File: src/reset_pin_pkg.sv
package reset_pin_pkg;

  // ----------------------------------------------------------------
  // Timing counts in bus cycles and counter width
  // ----------------------------------------------------------------
  localparam int DRIVE_CYCLES = 34;
  localparam int SETTLE_CYCLES = 38;
  localparam int RISE_CYCLES = 10;
  localparam int CNT_W = 6;

  // ----------------------------------------------------------------
  // Reset cause encoding
  // ----------------------------------------------------------------
  localparam logic [1:0] CAUSE_NONE = 2'h0;
  localparam logic [1:0] CAUSE_PIN = 2'h1;
  localparam logic [1:0] CAUSE_INTERNAL = 2'h2;
  localparam logic [1:0] CAUSE_POWER = 2'h3;

  // ----------------------------------------------------------------
  // Pin signals grouped together, and the sequence states
  // ----------------------------------------------------------------
  typedef struct packed {
    logic pinOut;
    logic pinOe;
  } pin_drive_s;

  typedef enum logic [2:0] {
    ST_RUN,
    ST_DRIVE,
    ST_SETTLE,
    ST_HELD,
    ST_RISE,
    ST_DEAD
  } seq_state_e;

endpackage

File: src/reset_pin_sequencer.sv
`timescale 1ns/1ps
// How it works
// Latch reset cause on the same edge the pin sequence starts.
// Drive pin low 34 cycles, then release.
// Sample pin 38 cycles after release.
// After long external hold, sample 10 cycles post-rise.
// Falling edge at sample point hangs device.
// Outside sources stay off pin 10 cycles.
// High sample ends sequence, releases internal reset.
module reset_pin_sequencer #(
  // Counter width and timing counts in bus cycles
  parameter int CNT_W = reset_pin_pkg::CNT_W,
  parameter int DRIVE_CYCLES = reset_pin_pkg::DRIVE_CYCLES,
  parameter int SETTLE_CYCLES = reset_pin_pkg::SETTLE_CYCLES,
  parameter int RISE_CYCLES = reset_pin_pkg::RISE_CYCLES
) (
  // Clock and reset
  input wire logic clk,
  input wire logic nrst,
  // Reset sources
  input wire logic internalReset,
  input wire logic powerOnReset,
  // Reset pin, active low, open drain
  input wire logic pinIn,
  output logic pinOut,
  output logic pinOe,
  // Status
  output logic coreResetN,
  output logic hung,
  output logic [1:0] resetCause
);

  // ----------------------------------------------------------------
  // State
  // ----------------------------------------------------------------
  reset_pin_pkg::seq_state_e state_reg, state_next;
  logic [CNT_W-1:0] cnt_reg, cnt_next;
  logic [1:0] cause_reg, cause_next;
  logic pinPrev_reg;
  reset_pin_pkg::pin_drive_s drive_reg, drive_next;
  logic coreN_reg, coreN_next;
  logic hung_reg, hung_next;

  // ----------------------------------------------------------------
  // Count end points
  // ----------------------------------------------------------------
  // The counter starts at zero, so each end point sits one below its count.
  localparam logic [CNT_W-1:0] DRIVE_LAST =
    CNT_W'(DRIVE_CYCLES - 1);
  localparam logic [CNT_W-1:0] SETTLE_LAST =
    CNT_W'(SETTLE_CYCLES - 1);
  localparam logic [CNT_W-1:0] RISE_LAST =
    CNT_W'(RISE_CYCLES - 1);

  // ----------------------------------------------------------------
  // Decode
  // ----------------------------------------------------------------
  wire pinFall = pinPrev_reg & ~pinIn;
  // Our own drive is masked, so the sequence never retriggers itself.
  wire pinTrig = ~pinIn & ~drive_reg.pinOe;
  wire anyTrig = internalReset | pinTrig;
  // An internal request wins when both sources arrive together.
  wire [1:0] newCause = internalReset ? reset_pin_pkg::CAUSE_INTERNAL
                                      : reset_pin_pkg::CAUSE_PIN;
  wire [CNT_W-1:0] cntInc = cnt_reg + CNT_W'(1);
  wire driveDone = (cnt_reg == DRIVE_LAST);
  wire settleDone = (cnt_reg == SETTLE_LAST);
  wire riseDone = (cnt_reg == RISE_LAST);

  // ----------------------------------------------------------------
  // Sequence
  // ----------------------------------------------------------------
  always_comb begin
    state_next = state_reg;
    cnt_next = cnt_reg;
    cause_next = cause_reg;
    drive_next = drive_reg;
    coreN_next = coreN_reg;
    case (state_reg)
      reset_pin_pkg::ST_RUN: begin
        if (anyTrig) begin
          cause_next = newCause;
          coreN_next = 1'b0;
          drive_next = '{pinOut: 1'b0, pinOe: 1'b1};
          cnt_next = '0;
          state_next = reset_pin_pkg::ST_DRIVE;
        end
      end
      reset_pin_pkg::ST_DRIVE: begin
        cnt_next = cntInc;
        if (driveDone) begin
          drive_next = '{pinOut: 1'b1, pinOe: 1'b0};
          cnt_next = '0;
          state_next = reset_pin_pkg::ST_SETTLE;
        end
      end
      reset_pin_pkg::ST_SETTLE: begin
        cnt_next = cntInc;
        // A falling edge landing on the sample point locks the part up.
        if (settleDone) begin
          if (pinFall) begin
            state_next = reset_pin_pkg::ST_DEAD;
          end else if (pinIn) begin
            coreN_next = 1'b1;
            state_next = reset_pin_pkg::ST_RUN;
          end else begin
            state_next = reset_pin_pkg::ST_HELD;
          end
        end
      end
      reset_pin_pkg::ST_HELD: begin
        if (pinIn) begin
          cnt_next = '0;
          state_next = reset_pin_pkg::ST_RISE;
        end
      end
      reset_pin_pkg::ST_RISE: begin
        cnt_next = cntInc;
        if (riseDone) begin
          if (pinFall) begin
            state_next = reset_pin_pkg::ST_DEAD;
          end else if (pinIn) begin
            coreN_next = 1'b1;
            state_next = reset_pin_pkg::ST_RUN;
          end else begin
            state_next = reset_pin_pkg::ST_HELD;
          end
        end
      end
      reset_pin_pkg::ST_DEAD: begin
        // Only a power-on reset or a low nrst leaves this state; the pin is ignored.
        coreN_next = 1'b0;
      end
      default: state_next = reset_pin_pkg::ST_RUN;
    endcase
  end

  // ----------------------------------------------------------------
  // Registers
  // ----------------------------------------------------------------
  // Power-on and the external reset input share one restart path.
  wire startOver = !nrst || powerOnReset;

  // The lockup flag is registered so that it cannot glitch on a state change.
  assign hung_next = (state_next == reset_pin_pkg::ST_DEAD);

  always_ff @(posedge clk) begin
    if (startOver) begin
      state_reg <= reset_pin_pkg::ST_DRIVE;
    end else begin
      state_reg <= state_next;
    end
  end

  // One counter serves all three timed phases; each phase restarts it at zero.
  always_ff @(posedge clk) begin
    if (startOver) begin
      cnt_reg <= '0;
    end else begin
      cnt_reg <= cnt_next;
    end
  end

  // ----------------------------------------------------------------
  // Status registers
  // ----------------------------------------------------------------
  // The cause survives the whole sequence and is only replaced from run, or by a restart, which loads the power cause.
  always_ff @(posedge clk) begin
    if (startOver) begin
      cause_reg <= reset_pin_pkg::CAUSE_POWER;
    end else begin
      cause_reg <= cause_next;
    end
  end

  always_ff @(posedge clk) begin
    if (startOver) begin
      coreN_reg <= 1'b0;
    end else begin
      coreN_reg <= coreN_next;
    end
  end

  always_ff @(posedge clk) begin
    if (startOver) begin
      hung_reg <= 1'b0;
    end else begin
      hung_reg <= hung_next;
    end
  end

  // ----------------------------------------------------------------
  // Pin registers
  // ----------------------------------------------------------------
  // The pin is only ever pulled low; released means the output enable is off.
  always_ff @(posedge clk) begin
    if (startOver) begin
      drive_reg <= '{pinOut: 1'b0, pinOe: 1'b1};
    end else begin
      drive_reg <= drive_next;
    end
  end

  // The previous level resets high, as the idle pin does, so no false fall appears.
  always_ff @(posedge clk) begin
    if (startOver) begin
      pinPrev_reg <= 1'b1;
    end else begin
      pinPrev_reg <= pinIn;
    end
  end

  // ----------------------------------------------------------------
  // Outputs
  // ----------------------------------------------------------------
  assign pinOut = drive_reg.pinOut;
  assign pinOe = drive_reg.pinOe;
  assign coreResetN = coreN_reg;
  assign hung = hung_reg;
  assign resetCause = cause_reg;

endmodule

File: config.mk
export PLATFORM = sky130hd
export DESIGN_NAME = reset_pin_sequencer
export DESIGN_NICKNAME = d
export VERILOG_FILES = /design/src/reset_pin_pkg.sv /design/src/reset_pin_sequencer.sv
export SDC_FILE = /design/constraint.sdc
export NUM_CORES = 1
export LEC_CHECK = 0
export ABC_AREA = 1
export CORE_UTILIZATION = 60
export DETAILED_ROUTE_END_ITERATION = 10
export DONT_BUFFER_PORTS = 1
export PLACE_DENSITY = 0.78
export SYNTH_ARGS = -nofsm -noshare
export SYNTH_HDL_FRONTEND = slang
export SYNTH_SLANG_ARGS = --single-unit
File: constraint.sdc
create_clock -name clk -period 1.6 [get_ports clk]
set_input_delay 0.32 -clock clk [delete_from_list [all_inputs] [get_ports clk]]
set_output_delay 0.32 -clock clk [all_outputs]
set_load 0.01 [all_outputs]
### Word level (Yosys, flattened, before mapping)

Index checks and enable logic that the tools add are counted.

* add/subtract/negate cells: 1
* eq/ne operators: 14
* multiplexer cells: 22
* reduce and logical (&&, ||, !) cells: 11
* bitwise logic cells: 5

Operators by type and width (count)
* case mux 6 bit (4 select lines): 1
* two-way mux 3 bit: 6
* two-way mux 6 bit: 3
* case mux 3 bit (6 select lines): 1
* equality test 6 bit, second input constant: 2
* != test 2 bit, second input constant: 5
* equality test 3 bit, second input constant: 3
* two-way mux 2 bit: 4
* nonzero test 4 bit: 2
* adder 6 x 1 -> 6 bit, second input constant: 1
* equality test 3 x 2 -> 1 bit, second input constant: 2
* equality test 6 x 4 -> 1 bit, second input constant: 1
* AND reduction 3 bit: 2
* two-way mux 1 bit: 5
* case mux 1 bit (4 select lines): 1
* case mux 2 bit (2 select lines): 1
* AND reduction 4 bit: 1
* equality test 3 x 1 -> 1 bit, second input constant: 1
* logical NOT 3 bit: 1
* AND 1 bit: 2
* inverter 1 bit: 2
* AND reduction 2 bit: 1
* nonzero test 2 bit: 1
* OR reduction 2 bit: 1
* other kinds (3): 3

* register bits: 16
* output and inout port bits: 6
* logic and storage cells: 61

### Logic depth before layout (Yosys ltp)

* word-level depth: 6
* mapped depth: 10
* depth with buffers taken out: 10

### Worst setup path after synthesis

No wires, ideal clock.

* path type: register to register
* start point: register cnt_reg[0]
* end point: register state_reg[0]
* path buffers: 0
* slack: 372 ps
* stages on the path, launching flop included: 7
* setup time: 127 ps
* period minus slack after synthesis: 1228 ps
* data arrival time: 1101 ps
* cells stage by stage: dfxtp_1 ha_1 nand4_1 nand2_1 nand4_1 nor2_1 nand2_1

* word-level cells in the longest chain between the ends: 3
* elaborated cells between the ends (all ways): 7
* classes of those cells: 3 x eq/ne; 4 x mux

Ends and longest elaborated chain
* from (decl): line reset_pin_sequencer.sv:37 `logic [CNT_W-1:0] cnt_reg, cnt_next;`
* from (signal assigned): line reset_pin_sequencer.sv:160 `cnt_reg <= cnt_next;`
* equality test 6 x 4 -> 1 bit, or another cell as far along: line reset_pin_sequencer.sv:68 `wire riseDone = (cnt_reg == RISE_LAST);`
* two-way mux 3 bit, on equally long branches: line reset_pin_sequencer.sv:119, reset_pin_sequencer.sv:91, reset_pin_sequencer.sv:100
* case mux 3 bit (6 select lines) *: line reset_pin_sequencer.sv:79 `case (state_reg)`
* to (signal assigned): line reset_pin_sequencer.sv:149 `state_reg <= reset_pin_pkg::ST_DRIVE;`
* to (signal assigned): line reset_pin_sequencer.sv:151 `state_reg <= state_next;`
* to (decl): line reset_pin_sequencer.sv:36 `reset_pin_pkg::seq_state_e state_reg, state_next;`

Every way passes the cells marked *; elsewhere a longest branch is shown, timed or not.
A chain may end at the register's enable or synchronous reset.

### Worst setup path in the final report

Same ends and word-level chain as after synthesis.

==> results.toml <==
[run_status]
outcome = "completed"

[setup_path]
crit_chain = "ha_1 -> nand4_1 -> nand2_1 -> nand4_1 -> nor2_1 -> nand2_1"
criticalPathCategory = "flip-flop to flip-flop"
cp_num_buf_inv = 0
worstSetupEndpointType = "flip-flop"
slowest_delay_ps = 440
worst_path_max_delay_cell = "dfxtp_1"
crit_required_ps = 1790
worst_setup_path_start_kind = "flip-flop"
arrival_ps = 1630
crit_fanout = 7
crit_family = "simple AND/OR/NAND/NOR gates"

[pwr]
p_clk_share_pct = 38.3
powerDensity_nw_per_um2 = 696
p_leak_nw = 0.500
p_sw_share_pct = 21.8
seq_power_share_pct = 57.7
total_power_w = 0.000704
power_switching_w = 0.000153
p_int_w = 0.000550
ir_drop_uv = 689
power_frac_comb_pct = 4.0

[global_route]
grt.overflow.total = 0
grt_pass1_vias = 876
antenna_found_initial = 0
globalRouteTotalUtil_pct = 25.8
grt_pass1_wl_um = 3460
grt_max_degree = 10

[clock_tree]
cts.clk_slew.worst_paths_ps = 90
cts_setup_buffers = 0
h-tree-depth = 1
cts_buffers = 3
cts_tree = "yes"
clockBufferDepth = 2
cts_root_buffer = "clkbuf_4"
ctsHoldBuffers = 0
clk_latency_ps = 290
clkSinkCount = 16
cts-resized-gates = 0

[drt]
drtIter0Drc = 24
met2RoutedLength_um = 835
wl_um = 1960
first_pass_iters = 4
routed_via_density = 5.66
drc = 0
route.met3.wl_um = 139
post_drt_wl_per_cell_um = 11.9
dr.max_layer_used = "met4"
wl_met1_um = 940
vias = 928
postRouteAntennaNets = 0

[synthesis]
synth_cell_types = 23
synth-seq-cells = 16
synthMuxAreaShare_pct = 0
netlist.area_leader.share_pct = 33.8
synth-adder-area-share_pct = 2.64
yosysWarnings = 0
synth_xor_area_share_pct = 0.923
syn_area_um2 = 948
yosysTopAreaCell = "dfxtp_1"
syn_inst = 144
syn-num-nets = 151
syn_area_per_cell_um2 = 6.59
synth_seq_area_share_pct = 33.8
synth_top_family_by_area = "simple AND/OR/NAND/NOR gates"
synthTopCellsByArea = "dfxtp_1 (34%), nand2_1 (15%), nor2_1 (8.3%)"
synth_compound_area_share_pct = 8.31
yosys.area_share.simple_pct = 45.6

[sta]
tightest_slew_ps = 301
hold_violations = 0
slew_viol_final = 0
slew_headroom_pct = 79.9
fin_ws_ps = 156
hold_ws_ps = 143
setup_viol = 0
min_period_over_period_pct = 90.2
finalSetupTns_ps = 0
period_minus_slack_ps = 1440
fmax_mhz = 693
skew_ps = 1.76
rsz0062_at_grt = "false"

[placement]
place_congestion = 0.911
io_buffers = 0
dp_hpwl_um = 1570
dp_slack_ps = 215

[cells_and_area]
n_fill_cell = 120
drive_gt1_share_pct = 14.8
fin_util_pct = 73.1
multiInputGateArea_um2 = 546
seq_area_um2 = 320
diodes = 0
nNetsFinal = 157
area_growth_pct = 6.60
largest_reg_flops = 6

[floorplan]
io_pins = 11
rows = 13
core_um2 = 1380
die_w_um = 41.8
die_h_um = 41.8
start_util_pct = 68.6
dieArea_um2 = 1740

[min_path]
hp-class = "input port to flip-flop"

[run]
cap_violations = 0
-- cells in the final DEF (no fill, tap or decap), drive strengths merged --
cell,count
o21ai,8
dfxtp,16
o21a,1
o21bai,1
buf,1
nor2,27
xor2,1
or2,1
nand4,7
ha,2
inv,22
clkbuf,4
nand2,40
a21oi,4
nand3,14
-- Yosys cell counts --
master and n:
a21oi_1 3, nand3_2 1, or2_0 1, nand4_1 6, nor2_1 21, o21a_1 1, nor2_4 1, o21bai_1 1
xor2_1 1, ha_1 2, nor2_2 5, nand2_4 2, nand4_2 1, inv_2 4, dfxtp_1 16, o21ai_1 1
nand2_1 37, inv_1 18, o21ai_0 7, nand3_4 1, a21oi_2 1, nand3_1 12, nand2_2 1
-- worst register-to-register path: stages, from the launching register on --
cell	delay (ps)
dfxtp_1	440
ha_1	230
nand4_1	190
nand2_1	160
nand4_1	100
nor2_1	160
nand2_1	60
-- routing by layer --
metal	vias to the layer above	global-route usage [%]
met5	-	0
met4	0	9.03
met3	7	8.26
met2	35	40.9
met1	419	32.7
li1	467	-
-- final timing paths --
kind | from | to | slack, ps | cells past startpoint
worst max-delay path | cnt_reg[0] | state_reg[0] | 160 | 6
worst min-delay path | pinIn | pinPrev_reg | 140 | 2
worst max register to register | cnt_reg[0] | state_reg[0] | 160 | 6
worst min register to register | resetCause[0] | resetCause[0] | 530 | 2
-- power groups by stage --
stage               Combinational [W]  Sequential [W]  Clock [W]
finish                      0.0000284        0.000406   0.000269
CTS                         0.0000285        0.000406   0.000275
global route                0.0000326        0.000407   0.000286
global placement            0.0000275        0.000415          0
floorplan                   0.0000218        0.000414          0
detailed placement          0.0000286        0.000415          0
-- cell families (layout without fill, tap and decap cells) --
| group | after synthesis | after routing |
|---|---|---|
| simple gates | 89 | 89 |
| buf+inv | 22 | 27 |
| flops | 16 | 16 |
| compound gates | 14 | 14 |
| fa+ha+maj | 2 | 2 |
| xor+xnor | 1 | 1 |
-- metrics by stage --
stage | instances | instance area [µm²]
2_1_floorplan | 144 | 948
3_3_place_gp | 160 | 975
3_5_place_dp | 160 | 975
4_1_cts | 164 | 1010
5_1_grt | 164 | 1010
6_report | 164 | 1010
-- layout make-up --
class	count	share of cell area [%]
Tap cell	15	1.86
Multi-Input combinational cell	106	54.0
Inverter	22	8.17
Sequential cell	16	31.7
Timing Repair Buffer	1	0.743
Clock buffer	4	3.59
Power figures use the tool's default switching activity.
